<file path="src/hw/dbt_pkg.sv">
package dbt_pkg;
  // =====================================
  // Register map: addr[3] picks the channel, addr[2:0] the register
  localparam logic [2:0] REG_CTRL = 3'h0;
  localparam logic [2:0] REG_STAT = 3'h1;
  localparam logic [2:0] REG_CNT = 3'h2;
  localparam logic [2:0] REG_MA = 3'h3;
  localparam logic [2:0] REG_MB = 3'h4;
  // =====================================
  // timer_control_reg fields
  localparam int CTL_IE_B = 7;
  localparam int CTL_IE_A = 6;
  localparam int CTL_IE_W = 5;
  localparam int CTL_CLR_HI = 4;
  localparam int CTL_CLR_LO = 3;
  localparam int CTL_CKS_HI = 2;
  // timer_ctrl_status_reg fields
  localparam int STS_FLG_B = 7;
  localparam int STS_FLG_A = 6;
  localparam int STS_FLG_W = 5;
  localparam int STS_ATE = 4;
  localparam int STS_OS_HI = 3;
  // =====================================
  // Codes
  localparam logic [2:0] CKS_P1 = 3'h1;
  localparam logic [2:0] CKS_P2 = 3'h2;
  localparam logic [2:0] CKS_P3 = 3'h3;
  localparam logic [2:0] CKS_CASC = 3'h4;
  localparam logic [2:0] CKS_EXT_R = 3'h5;
  localparam logic [2:0] CKS_EXT_F = 3'h6;
  localparam logic [2:0] CKS_EXT_B = 3'h7;
  localparam logic [1:0] CLR_A = 2'h1;
  localparam logic [1:0] CLR_B = 2'h2;
  localparam logic [1:0] CLR_EXT = 2'h3;
  localparam logic [1:0] OS_LOW = 2'h1;
  localparam logic [1:0] OS_HIGH = 2'h2;
  localparam logic [1:0] OS_TOG = 2'h3;
  // Priority codes of the pending request, one per channel
  localparam logic [1:0] PRI_NONE = 2'h0;
  localparam logic [1:0] PRI_A = 2'h1;
  localparam logic [1:0] PRI_B = 2'h2;
  localparam logic [1:0] PRI_W = 2'h3;
  // =====================================
  // Prescaler taps for internal clocks /8, /64, /8192
  localparam int PRE_W = 13;
  localparam int TAP1 = 2;
  localparam int TAP2 = 5;
  localparam int TAP3 = 12;
  // Reset values and counter maximum
  localparam logic [7:0] CNT_RST = 8'h00;
  localparam logic [7:0] MATCH_RST = 8'hFF;
  localparam logic [7:0] CNT_MAX = 8'hFF;
  // Least external pulse widths, in half states; one state is one clk
  localparam int EXT_SINGLE_HALF = 3;
  localparam int EXT_BOTH_HALF = 5;
  localparam int EXT_SINGLE_CYC = (EXT_SINGLE_HALF + 1) / 2;
  localparam int EXT_BOTH_CYC = (EXT_BOTH_HALF + 1) / 2;
  // =====================================
  typedef struct packed {
    logic [3:0] addr;
    logic [7:0] wdata;
    logic wr;
    logic rd;
  } dbt_bus_t;

  typedef struct packed {
    logic [1:0][7:0] ctl;
    logic [1:0][7:0] cnt;
    logic [1:0][7:0] ma;
    logic [1:0][7:0] mb;
    logic [1:0][2:0] flg;
    logic [1:0][2:0] arm;
    logic [1:0][3:0] osel;
    logic ate;
    logic [1:0] tout;
    logic [1:0] lvl;
    logic [1:0][2:0] eck;
    logic [1:0][2:0] ecl;
    logic [PRE_W-1:0] pre;
    logic adc;
    logic [7:0] rdat;
  } dbt_state_t;
endpackage

</file>
<file path="src/hw/dbt_top.sv">
// Design decisions made here: the address-and-strobe port and the address map.
`timescale 1ns/1ns
// Operation
// - Clear on A, high on A, low on B
// - Match strobe fires on next count clock
// - Output pin follows select bits on match
// - Select codes: keep, low, high, toggle
// - Counter clears on match A or B
// - Counter clears on external clear rising edge
// - Wrap flag set on FF to 00
// - Channel 0 select 100 forms 16-bit counter
// - 16-bit flags: ch0 full, ch1 low byte
// - 16-bit match clears both; ch1 select ignored
// - 16-bit output pins follow their matches
// - Channel 1 select 100 counts ch0 A
// - Three enabled requests, A above B above wrap
// - Transfer requests from A and B only
// - Conversion start only from ch0 match A
// - Clear beats counter write
// - Counter write beats increment
// - Match value write suppresses match strobe
// - Simultaneous matches: toggle, high, low, none
// - Count falling edges of internal clocks, including select switches other than into cascade
// - Both cascade modes stop both counters
// - Flags clear by read-one-write-zero; A and B flags also by transfer
module dbt_top (
  // Clock and reset
  input wire logic clk,
  input wire logic rst_b,
  // Register port
  input wire dbt_pkg::dbt_bus_t bus,
  output logic [7:0] rdata,
  // Pins
  input wire logic [1:0] ext_clk_pin,
  input wire logic [1:0] ext_clear_pin,
  output logic timer_out_pin_ch0,
  output logic timer_out_pin_ch1,
  // Requests, one bit per channel; irq_top a two-bit code per channel
  output logic [1:0] match_a_irq,
  output logic [1:0] match_b_irq,
  output logic [1:0] wrap_irq,
  output logic [1:0][1:0] irq_top,
  output logic [1:0] xfer_req_a,
  output logic [1:0] xfer_req_b,
  input wire logic [1:0] xfer_ack_a,
  input wire logic [1:0] xfer_ack_b,
  output logic adc_start
);
  // =====================================
  // Reset release
  logic [1:0] rsync;
  logic rst_n;

  always_ff @(posedge clk or negedge rst_b) begin
    if (!rst_b) begin
      rsync <= 2'h0;
    end else begin
      rsync <= {rsync[0], 1'b1};
    end
  end
  assign rst_n = rsync[1];

  // =====================================
  // Helpers
  function automatic logic hit(input logic [3:0] a, input logic ch, input logic [2:0] r);
    return a == {ch, r};
  endfunction

  function automatic logic sel_lvl(input logic [2:0] cks, input logic [12:0] pre,
                                   input logic ext);
    case (cks)
      dbt_pkg::CKS_P1: sel_lvl = pre[dbt_pkg::TAP1];
      dbt_pkg::CKS_P2: sel_lvl = pre[dbt_pkg::TAP2];
      dbt_pkg::CKS_P3: sel_lvl = pre[dbt_pkg::TAP3];
      dbt_pkg::CKS_EXT_R, dbt_pkg::CKS_EXT_F, dbt_pkg::CKS_EXT_B: sel_lvl = ext;
      default: sel_lvl = 1'b0;
    endcase
  endfunction

  // Stop and cascade read as a low level, so leaving a high clock counts once in stop, not in cascade
  function automatic logic clk_edge(input logic [2:0] cks, input logic prv, input logic cur);
    case (cks)
      dbt_pkg::CKS_EXT_R: clk_edge = ~prv & cur;
      dbt_pkg::CKS_EXT_B: clk_edge = prv ^ cur;
      default: clk_edge = prv & ~cur;
    endcase
  endfunction

  function automatic logic [1:0] pri(input logic [2:0] p);
    if (p[1]) begin
      pri = dbt_pkg::PRI_A;
    end else if (p[2]) begin
      pri = dbt_pkg::PRI_B;
    end else if (p[0]) begin
      pri = dbt_pkg::PRI_W;
    end else begin
      pri = dbt_pkg::PRI_NONE;
    end
  endfunction

  // =====================================
  // Next state
  dbt_pkg::dbt_state_t q;
  dbt_pkg::dbt_state_t d;
  logic [1:0] ot;
  logic [1:0] t;
  logic [1:0] ha;
  logic [1:0] hb;
  logic [1:0] clr;
  logic [1:0] er;
  logic [1:0] wc;
  logic [1:0] wa;
  logic [1:0] wb;
  logic [1:0] ws;
  logic [1:0] wrap;
  logic [1:0] cur;
  logic [1:0] tick0m;
  logic [1:0] eqa;
  logic [1:0] eqb;
  logic [1:0][1:0] csel;
  logic [1:0][1:0] code;
  logic c16;
  logic cmc;

  always_comb begin
    d = q;
    d.pre = q.pre + 1'b1;
    d.adc = 1'b0;
    c16 = q.ctl[0][2:0] == dbt_pkg::CKS_CASC;
    cmc = q.ctl[1][2:0] == dbt_pkg::CKS_CASC;
    for (int c = 0; c < 2; c++) begin
      d.eck[c] = {q.eck[c][1:0], ext_clk_pin[c]};
      d.ecl[c] = {q.ecl[c][1:0], ext_clear_pin[c]};
      cur[c] = sel_lvl(q.ctl[c][2:0], q.pre, q.eck[c][1]);
      d.lvl[c] = cur[c];
      ot[c] = clk_edge(q.ctl[c][2:0], q.lvl[c], cur[c]);
      er[c] = q.ecl[c][1] & ~q.ecl[c][2];
      csel[c] = q.ctl[c][dbt_pkg::CTL_CLR_HI:dbt_pkg::CTL_CLR_LO];
      wc[c] = bus.wr & hit(bus.addr, c[0], dbt_pkg::REG_CNT);
      wa[c] = bus.wr & hit(bus.addr, c[0], dbt_pkg::REG_MA);
      wb[c] = bus.wr & hit(bus.addr, c[0], dbt_pkg::REG_MB);
      ws[c] = bus.wr & hit(bus.addr, c[0], dbt_pkg::REG_STAT);
      eqa[c] = q.cnt[c] == q.ma[c];
      eqb[c] = q.cnt[c] == q.mb[c];
    end
    // upper channel compares the whole 16 bits
    if (c16) begin
      eqa[0] = {q.cnt[0], q.cnt[1]} == {q.ma[0], q.ma[1]};
      eqb[0] = {q.cnt[0], q.cnt[1]} == {q.mb[0], q.mb[1]};
    end
    if (c16 && cmc) begin
      t = 2'b00;
      tick0m = 2'b00;
    end else if (c16) begin
      // low byte carries into high byte
      t[1] = ot[1];
      t[0] = t[1] & (q.cnt[1] == dbt_pkg::CNT_MAX);
      tick0m = {t[1], t[1]};
    end else begin
      t[0] = ot[0];
      t[1] = ot[1];
      tick0m = {t[1], t[0]};
    end
    // strobe in the last state before the update
    ha[0] = (c16 ? t[1] : t[0]) & eqa[0] & ~wa[0];
    hb[0] = (c16 ? t[1] : t[0]) & eqb[0] & ~wb[0];
    // channel 1 counts ch0 match A
    if (cmc && !c16) begin
      t[1] = ha[0];
    end
    ha[1] = t[1] & eqa[1] & ~wa[1];
    hb[1] = t[1] & eqb[1] & ~wb[1];
    for (int c = 0; c < 2; c++) begin
      clr[c] = (csel[c] == dbt_pkg::CLR_A & ha[c]) | (csel[c] == dbt_pkg::CLR_B & hb[c]) |
               (csel[c] == dbt_pkg::CLR_EXT & er[c]);
    end
    // lower byte clears only with the upper
    if (c16) begin
      clr[1] = clr[0];
    end
    for (int c = 0; c < 2; c++) begin
      wrap[c] = t[c] & (q.cnt[c] == dbt_pkg::CNT_MAX) & ~clr[c] & ~wc[c];
      if (clr[c]) begin
        d.cnt[c] = dbt_pkg::CNT_RST;
      end else if (wc[c]) begin
        d.cnt[c] = bus.wdata;
      end else if (t[c]) begin
        d.cnt[c] = q.cnt[c] + 1'b1;
      end
      if (wa[c]) begin
        d.ma[c] = bus.wdata;
      end
      if (wb[c]) begin
        d.mb[c] = bus.wdata;
      end
      if (bus.wr && hit(bus.addr, c[0], dbt_pkg::REG_CTRL)) begin
        d.ctl[c] = bus.wdata;
      end
      // clear needs an armed read of one; set wins
      if (bus.rd && hit(bus.addr, c[0], dbt_pkg::REG_STAT)) begin
        d.arm[c] = q.flg[c];
      end
      d.flg[c] = q.flg[c];
      if (ws[c]) begin
        d.flg[c] = q.flg[c] & ~(q.arm[c] & ~bus.wdata[dbt_pkg::STS_FLG_B:dbt_pkg::STS_FLG_W]);
        d.arm[c] = 3'h0;
        d.osel[c] = bus.wdata[dbt_pkg::STS_OS_HI:0];
        if (c == 0) begin
          d.ate = bus.wdata[dbt_pkg::STS_ATE];
        end
      end
      d.flg[c][2] = d.flg[c][2] & ~xfer_ack_b[c];
      d.flg[c][1] = d.flg[c][1] & ~xfer_ack_a[c];
      d.flg[c] = d.flg[c] | {hb[c], ha[c], wrap[c]};
      code[c] = ha[c] ? q.osel[c][1:0] : 2'h0;
      if (hb[c] && q.osel[c][3:2] > code[c]) begin
        code[c] = q.osel[c][3:2];
      end
      case (code[c])
        dbt_pkg::OS_TOG: d.tout[c] = ~q.tout[c];
        dbt_pkg::OS_HIGH: d.tout[c] = 1'b1;
        dbt_pkg::OS_LOW: d.tout[c] = 1'b0;
        default: d.tout[c] = q.tout[c];
      endcase
    end
    d.adc = ha[0] & q.ate;
    d.rdat = 8'h00;
    if (bus.rd) begin
      for (int c = 0; c < 2; c++) begin
        if (hit(bus.addr, c[0], dbt_pkg::REG_CTRL)) begin
          d.rdat = q.ctl[c];
        end else if (hit(bus.addr, c[0], dbt_pkg::REG_STAT)) begin
          d.rdat = {q.flg[c], (c == 0) ? q.ate : 1'b1, q.osel[c]};
        end else if (hit(bus.addr, c[0], dbt_pkg::REG_CNT)) begin
          d.rdat = q.cnt[c];
        end else if (hit(bus.addr, c[0], dbt_pkg::REG_MA)) begin
          d.rdat = q.ma[c];
        end else if (hit(bus.addr, c[0], dbt_pkg::REG_MB)) begin
          d.rdat = q.mb[c];
        end
      end
    end
  end

  always_ff @(posedge clk or negedge rst_n) begin
    if (!rst_n) begin
      q <= '0;
      q.ma <= {2{dbt_pkg::MATCH_RST}};
      q.mb <= {2{dbt_pkg::MATCH_RST}};
    end else begin
      q <= d;
    end
  end

  // =====================================
  // Outputs
  assign rdata = q.rdat;
  assign timer_out_pin_ch0 = q.tout[0];
  assign timer_out_pin_ch1 = q.tout[1];
  assign adc_start = q.adc;

  genvar g;
  generate
    for (g = 0; g < 2; g++) begin : g_req
      assign match_a_irq[g] = q.flg[g][1] & q.ctl[g][dbt_pkg::CTL_IE_A];
      assign match_b_irq[g] = q.flg[g][2] & q.ctl[g][dbt_pkg::CTL_IE_B];
      assign wrap_irq[g] = q.flg[g][0] & q.ctl[g][dbt_pkg::CTL_IE_W];
      assign irq_top[g] = pri({match_b_irq[g], match_a_irq[g], wrap_irq[g]});
      assign xfer_req_a[g] = match_a_irq[g];
      assign xfer_req_b[g] = match_b_irq[g];
    end
  endgenerate
endmodule

</file>
<file path="config.mk">
export PLATFORM = sky130hd
export DESIGN_NAME = dbt_top
export DESIGN_NICKNAME = d
export VERILOG_FILES = /design/src/hw/dbt_pkg.sv /design/src/hw/dbt_top.sv
export SDC_FILE = /design/constraint.sdc
export NUM_CORES = 1
export LEC_CHECK = 0
export ABC_AREA = 1
export BUFFER_PORTS_ARGS = -buffer_cell sky130_fd_sc_hd__buf_2
export CAP_MARGIN = 10
export CORE_ASPECT_RATIO = 2
export CORE_MARGIN = 5
export CORE_UTILIZATION = 50
export DETAILED_ROUTE_END_ITERATION = 8
export GPL_TIMING_DRIVEN = 0
export PLACE_DENSITY = 0.71
export SLEW_MARGIN = 20
export SYNTH_ARGS = -nofsm -noshare
export SYNTH_HDL_FRONTEND = slang
export SYNTH_SLANG_ARGS = --single-unit
</file>
<file path="constraint.sdc">
create_clock -name clk -period 3.5 [get_ports clk]
set_input_delay 0.35 -clock clk [delete_from_list [all_inputs] [get_ports clk]]
set_output_delay 0.35 -clock clk [all_outputs]
set_load 0.01 [all_outputs]
</file>
Word-level counts from Yosys, hierarchy flattened
Cells that the tools add are included. Widths: inputs -> output; s select.

Bits in writable memories: 0. Logic and storage cells: 219. Memories: 0. Bits in read-only memories: 0. Bits in latches: 0. Flip-flop bits (word level): 123.

Reductions and logical operators: 18. $mul: 0. Shift operators: 0. Equal/unequal tests: 43. Bitwise logic cells: 81. Add/sub/neg operators: 3. Divide/modulo/power cells: 0. Multiplexer cells: 46. $lt $le $gt $ge: 2.

Operator list (count): $mux 8 (17); $and 1x1->1 (46); $eq 16x16->1 (2); $eq 8x8->1 (4); $eq 3x3->1 const B (8); $mux 2 (11); $eq 4x4->1 const B (5); $not 1->1 (20); $mux 3 (6); $add 8x1->8 const B (2); $eq 2x2->1 const B (8); $eq 8x8->1 const B (2); $add 13x1->13 const B (1); $and 3x3->3 (4); $eq 3x2->1 const B (4); $reduce_bool 3->1 (4); $not 3->3 (3); $eq 2x1->1 const B (4); $eq 4x2->1 const B (2); $logic_and 1x1->1 (8); $pmux 1 s4 (2); $eq 3x1->1 const B (2); $mux 1 (6); $or 3x3->3 (2); 11 further kinds (20).

Logic depth before layout (Yosys ltp)
Depth after elaboration: 23. Depth in mapped cells: 27. Gate-level depth less buffers: 27.

Least setup slack after synthesis
OpenSTA, ideal clock, no wires.

Kind: register -> register. Start: register q[107] (netlist bit). End: register q, in the netlist timer_out_pin_ch1. Slack: -0.214 ns. Clock period less this slack: 3.714 ns. Stages on the path, launching flop included: 25. Library setup time: 0.125 ns. Required time: 3.375 ns. Buffers on the path: 0. Arrival: 3.589 ns. Path through: dfrtp_1 > inv_1 > nor3_1 > nor4_1 > nor3_1 > inv_1 > ha_1 > o21ai_2 > nor2_2 > a21oi_4 > nand4_4 > nand2_4 > nand2_4 > nor2_4 > inv_1 > ha_1 > nand2_1 > inv_1 > nor2_1 > nand3_2 > o21a_2 > ha_1 > nand2_1 > o21ai_0 > mux2_2.

Word-level cells in the longest chain between the ends: 20. Elaborated cells on any way between the ends: 37. Those cells by class: 1 x order compare; 10 x eq/ne; 10 x mux; 10 x bitwise; 6 x reduce/logical.

RTL lines: start: declaration (RTL line dbt_top.sv:103) `dbt_pkg::dbt_state_t q;`; $eq 3x3->1 (RTL line dbt_top.sv:71) `case (cks)`; $reduce_or 3->1 (RTL line dbt_top.sv:71); $pmux 1 s4 * (RTL line dbt_top.sv:71); named net cur[0] (RTL line dbt_top.sv:116) `logic [1:0] cur;`; $not 1->1 (RTL line dbt_top.sv:85) `default: clk_edge = prv & ~cur;`; $and 1x1->1 (RTL line dbt_top.sv:85); $pmux 1 s2 * (RTL line dbt_top.sv:82) `case (cks)`; $mux 1 * (RTL line dbt_top.sv:154) `end else if (c16) begin`; [... 4 more ...]; $mux 1 * (RTL line dbt_top.sv:168) `if (cmc && !c16) begin`; $and 1x1->1 (2 in series) (RTL line dbt_top.sv:171) `ha[1] = t[1] & eqa[1] & ~wa[1];`; $mux 2 (RTL line dbt_top.sv:215) `code[c] = ha[c] ? q.osel[c][1:0] : 2'h0;`; $gt 2x2->1 (RTL line dbt_top.sv:216) `if (hb[c] && q.osel[c][3:2] > code[c]) begin`; $logic_and 1x1->1 (RTL line dbt_top.sv:216); $mux 2 * (RTL line dbt_top.sv:216); $eq 2x1->1 or $eq 2x2->1 (tied branches) (RTL line dbt_top.sv:219) `case (code[c])`; $pmux 1 s3 or $reduce_bool 3->1 (tied branches).

The timed path passes the listed nets; every way through them passes the cells marked *. A chain may end at the register's enable or synchronous reset.

Worst setup path in the final report
Start: register q[115] (netlist bit). End: register q, in the netlist timer_out_pin_ch1.

Word-level cells in the longest chain between the ends: 21. Elaborated cells on any way between the ends: 36. Those cells by class: 1 x order compare; 10 x eq/ne; 9 x mux; 11 x bitwise; 5 x reduce/logical.

RTL lines: $eq 3x3->1 (RTL line dbt_top.sv:71); $reduce_or 3->1 (RTL line dbt_top.sv:71); $pmux 1 s4 * (RTL line dbt_top.sv:71); named net cur[1] (RTL line dbt_top.sv:116); $not 1->1 (RTL line dbt_top.sv:85); $and 1x1->1 (RTL line dbt_top.sv:85); $pmux 1 s2 * (RTL line dbt_top.sv:82); $and 1x1->1 (RTL line dbt_top.sv:157) `t[0] = t[1] & (q.cnt[1] == dbt_pkg::CNT_MAX);`; [... 5 more ...]; $mux 1 * (RTL line dbt_top.sv:168); $and 1x1->1 (2 in series) (RTL line dbt_top.sv:171); $mux 2 (RTL line dbt_top.sv:215); $gt 2x2->1 (RTL line dbt_top.sv:216); $logic_and 1x1->1 (RTL line dbt_top.sv:216); $mux 2 * (RTL line dbt_top.sv:216); $eq 2x1->1 or $eq 2x2->1 (tied branches) (RTL line dbt_top.sv:219); $pmux 1 s3 or $reduce_bool 3->1 (tied branches).

Marks and branches as above.

==> flow_summary.toml <==
[status]
outcome = "finished with violations"
failed_checks = "setup timing"

[global_routing]
grt_use_total_pct = 26.59
antenna_found_initial = 0
grt_pass1_vias = 6466
grt-ovfl-total = 0
grt_pass1_wl_mm = 33.48
grt_max_degree = 55

[synthesis]
avgSynthCellArea_sq_um = 7.794
synthDistinctLibCells = 49
synthesis.nets = 945
synth_xor_area_share_pct = 2.853
synthSimpleGateAreaFrac_pct = 25.60
synth-seq-cells = 123
synth_mux_area_share_pct = 0.1595
yosys_warnings = 0
synth_top_family_by_area = "simple AND/OR/NAND/NOR gates"
synthCells = 906
synth_compound_area_share_pct = 14.48
syn_area_sq_um = 7062
synthAdderAreaFrac_pct = 2.658
yosysSeqAreaShare_pct = 44.15

[critical_path]
worstPathMaxFanout = 4
startpoint_type = "flip-flop"
r2r_cells = 24
r2r_slack_ns = -0.36
path_class = "reg -> reg"
arrival_ns = 4.17
r2r_start = "q[115]"
end_kind = "flip-flop"
cp_data_required_time_ns = 3.81
r2r-end = "timer_out_pin_ch1"

[timing]
setup_ws_ns = -0.3599
min_period_over_period_pct = 110.3
fmax_mhz = 259.1
whs_ns = 0.03092
maxSlewViolCount = 0
rsz0062_at_grt = "yes"
finalSetupViolCount = 2
slew-limit-headroom_pct = 61.84
hold_violations = 0
finClkSkew_ns = 0.008591
max_slew.worst_pin.slew_ns = 0.5686
period_needed_ns = 3.860

[place]
place.gp.congestion = 0.9693
dpl_worst_slack_ns = -0.7123
dp.cells = 1144
hpwl_mm = 15.75
io_buffers = 47
dpl-instance-area_sq_um = 7621

[power_and_ir_drop]
ir_drop_mv = 0.3476
powerDensity_nw_per_um2 = 598.9
power_frac_clock_pct = 36.1
combPwrFrac_pct = 25.2
swShare_pct = 34.01
pwr-share-seq_pct = 38.6
power.internal_mw = 3.376
p_leak_nw = 4.094
power_switching_mw = 1.740

[clocking]
clock_latency_ns = 0.42
cts.sinks = 123
path_clk_slew_ns = 0.06
cts_root_buffer = "clkbuf_16"
numCtsBuffers = 17
cts_max_path_buffers = 2
htree_levels = 4
cts_tree = "yes"

[floorplanning]
core_area_sq_um = 13890
die_h_um = 178.1
num_rows = 61
top_level_ports = 49
die_area_sq_um = 16740
fp.dieW_um = 94.04
start_util_pct = 50.84

[flow_run]
max-cap-violations = 0

[detailed_routing]
wl_per_cell_um = 17.51
first_iter_violations = 395
vias = 6426
routed_wl_mm = 20.96
ant_nets = 0
drtPass1Iterations = 5
drc = 0
via_per_inst = 5.368

[final_layout]
drive_above_1_share_pct = 25.30
ff_latch_area_sq_um = 3124
fin_area_sq_um = 8543
syn_to_final_growth_pct = 20.98
num_antenna_cells = 0
multi_input_area_sq_um = 3398
layoutNonFillerInstCount = 1197
nets = 1034
fill_cells = 1320

[worst_hold_path]
hp-start = "ext_clk_pin[1]"
hold_depth = 1
hold_path_end = "d[32]"
min_path_type = "in -> reg"
[power by group through the flow]
| stage | clock [mW] | sequential (mW) | combinational [mW] |
|---|---|---|---|
| 3_3_place_gp | 0 | 2.01 | 1.12 |
| 3_5_place_dp | 0 | 1.99 | 1.17 |
| 2_1_floorplan | 0 | 1.93 | 0.854 |
| 5_1_grt | 1.94 | 2.01 | 1.46 |
| 4_1_cts | 1.86 | 1.97 | 1.25 |
| 6_report | 1.85 | 1.98 | 1.29 |
[cell usage in the layout (no fill, tap or decap), types with 17 or more instances in the layout]
cell	synthesis	final
nand2_1	224	222
inv_1	123	119
o21ai_0	111	108
dfrtp_1	91	88
buf_2	3	50
nor2_1	48	44
nand3_1	34	32
buf_4	12	32
dfstp_2	32	32
inv_2	23	26
nand4_1	19	19
nor2_2	17	19
a21oi_1	20	17
clkbuf_16	0	17
[logic make-up (layout without fill, tap and decap cells)]
group | count (synthesis) | count (layout)
and+or+nand+nor | 389 | 389
adders and majority gates | 15 | 15
buffers and inverters | 174 | 276
DFF | 123 | 123
other | 1 | 1
AOI/OAI and AO/OA | 180 | 180
muxes | 1 | 1
xor gates and xnor gates | 23 | 23
[per-stage QoR]
stage	power [mW]	TNS (ns)	util (%)
after detailed placement	3.156	-1.098	54.86
after global routing	5.412	-1.155	61.50
after global placement	3.122	-0.9325	54.45
after floorplan	2.784	-0.1346	-
final	5.116	-0.6465	61.50
after CTS	5.080	-0.6717	60.76
[worst max-delay path: stages, from the launching register on]
cell and delay, ns:
dfrtp_2 0.43, buf_4 0.16, nor3_4 0.19, nor4_2 0.06, nor3_2 0.16, ha_1 0.27
inv_1 0.06, nand4_1 0.10, nand3_2 0.11, nand2_2 0.06, a21oi_4 0.19, nand4_4 0.14
nand2_4 0.12, nand2_4 0.08, nor2_4 0.12, inv_2 0.05, ha_4 0.26, a21oi_2 0.05
nor2_2 0.15, nand3_4 0.13, o21a_4 0.26, ha_4 0.21, nand2_1 0.06, o21ai_1 0.05
mux2_2 0.25
[cell type report]
cell class                 count  area share, %
inverter                     149          6.664
timing repair buffer          70          5.272
buffer                        25          1.670
clock inverter                12          1.933
sequential                   123          36.57
clock buffer                  20          5.346
multi-input combinational    609          39.78
tap                          189          2.768
[flip-flops by register name, summed over array words and instances, names as in the netlist]
signal / cells
adc_start: 1
csel: 4
d: 8
q: 98
rdata: 8
rsync: 2
timer_out_pin_ch0: 1
timer_out_pin_ch1: 1
[worst max path at each step]
stage / endpoint / slack (ns) / from
4_1_cts: timer_out_pin_ch1 / -0.36 / q[116]
3_5_place_dp: timer_out_pin_ch1 / -0.71 / q[107]
5_1_grt: timer_out_pin_ch1 / -0.59 / q[115]
2_1_floorplan: timer_out_pin_ch1 / -0.13 / q[108]
6_report: timer_out_pin_ch1 / -0.36 / q[115]
3_3_place_gp: timer_out_pin_ch1 / -0.61 / q[108]
[synth_stat cells (all sizes together)]
cell	number	area, sq um
o31ai	4	30.03
dfstp	32	840.8
o221ai	5	43.79
nand3	37	207.7
xnor2	10	87.58
o21ai	124	631.9
mux2	1	11.26
nand4	20	140.1
clkbuf	10	37.54
ha	15	187.7
dfrtp	91	2277
nor4	2	12.51
and3	1	6.260
conb	1	3.750
nor3	16	96.35
o22ai	4	25.02
nand3b	2	15.01
o21bai	2	15.01
a41oi	2	17.52
xor2	13	113.9
o2111ai	3	26.28
clkinv	2	12.51
nand2	236	940.9
a211oi	1	7.510
nor2	73	376.6
a21oi	22	125.1
or2	2	12.51
buf	15	105.1
o211ai	11	82.58
o21a	1	8.760
inv	147	554.3
a211o	1	8.760
[per-layer routing]
layer	vias up	track usage [%]	wire length [um]
li1	3104	-	-
met1	2994	27.42	7216
met2	235	46.90	11110
met3	93	4.179	822
met4	0	20.49	1811
met5	-	0	0
[what timing repair did]
action / in CTS / in global routing
pin swaps: 16 / 12
hold buffers: 1 / 0
gates resized for setup: 22 / 11
buffers inserted: 13 / 7
hold endpoints to repair: 2 / 0
setup endpoints to repair: 2 / 2
Note: power is estimated with default switching activity, not from simulation.
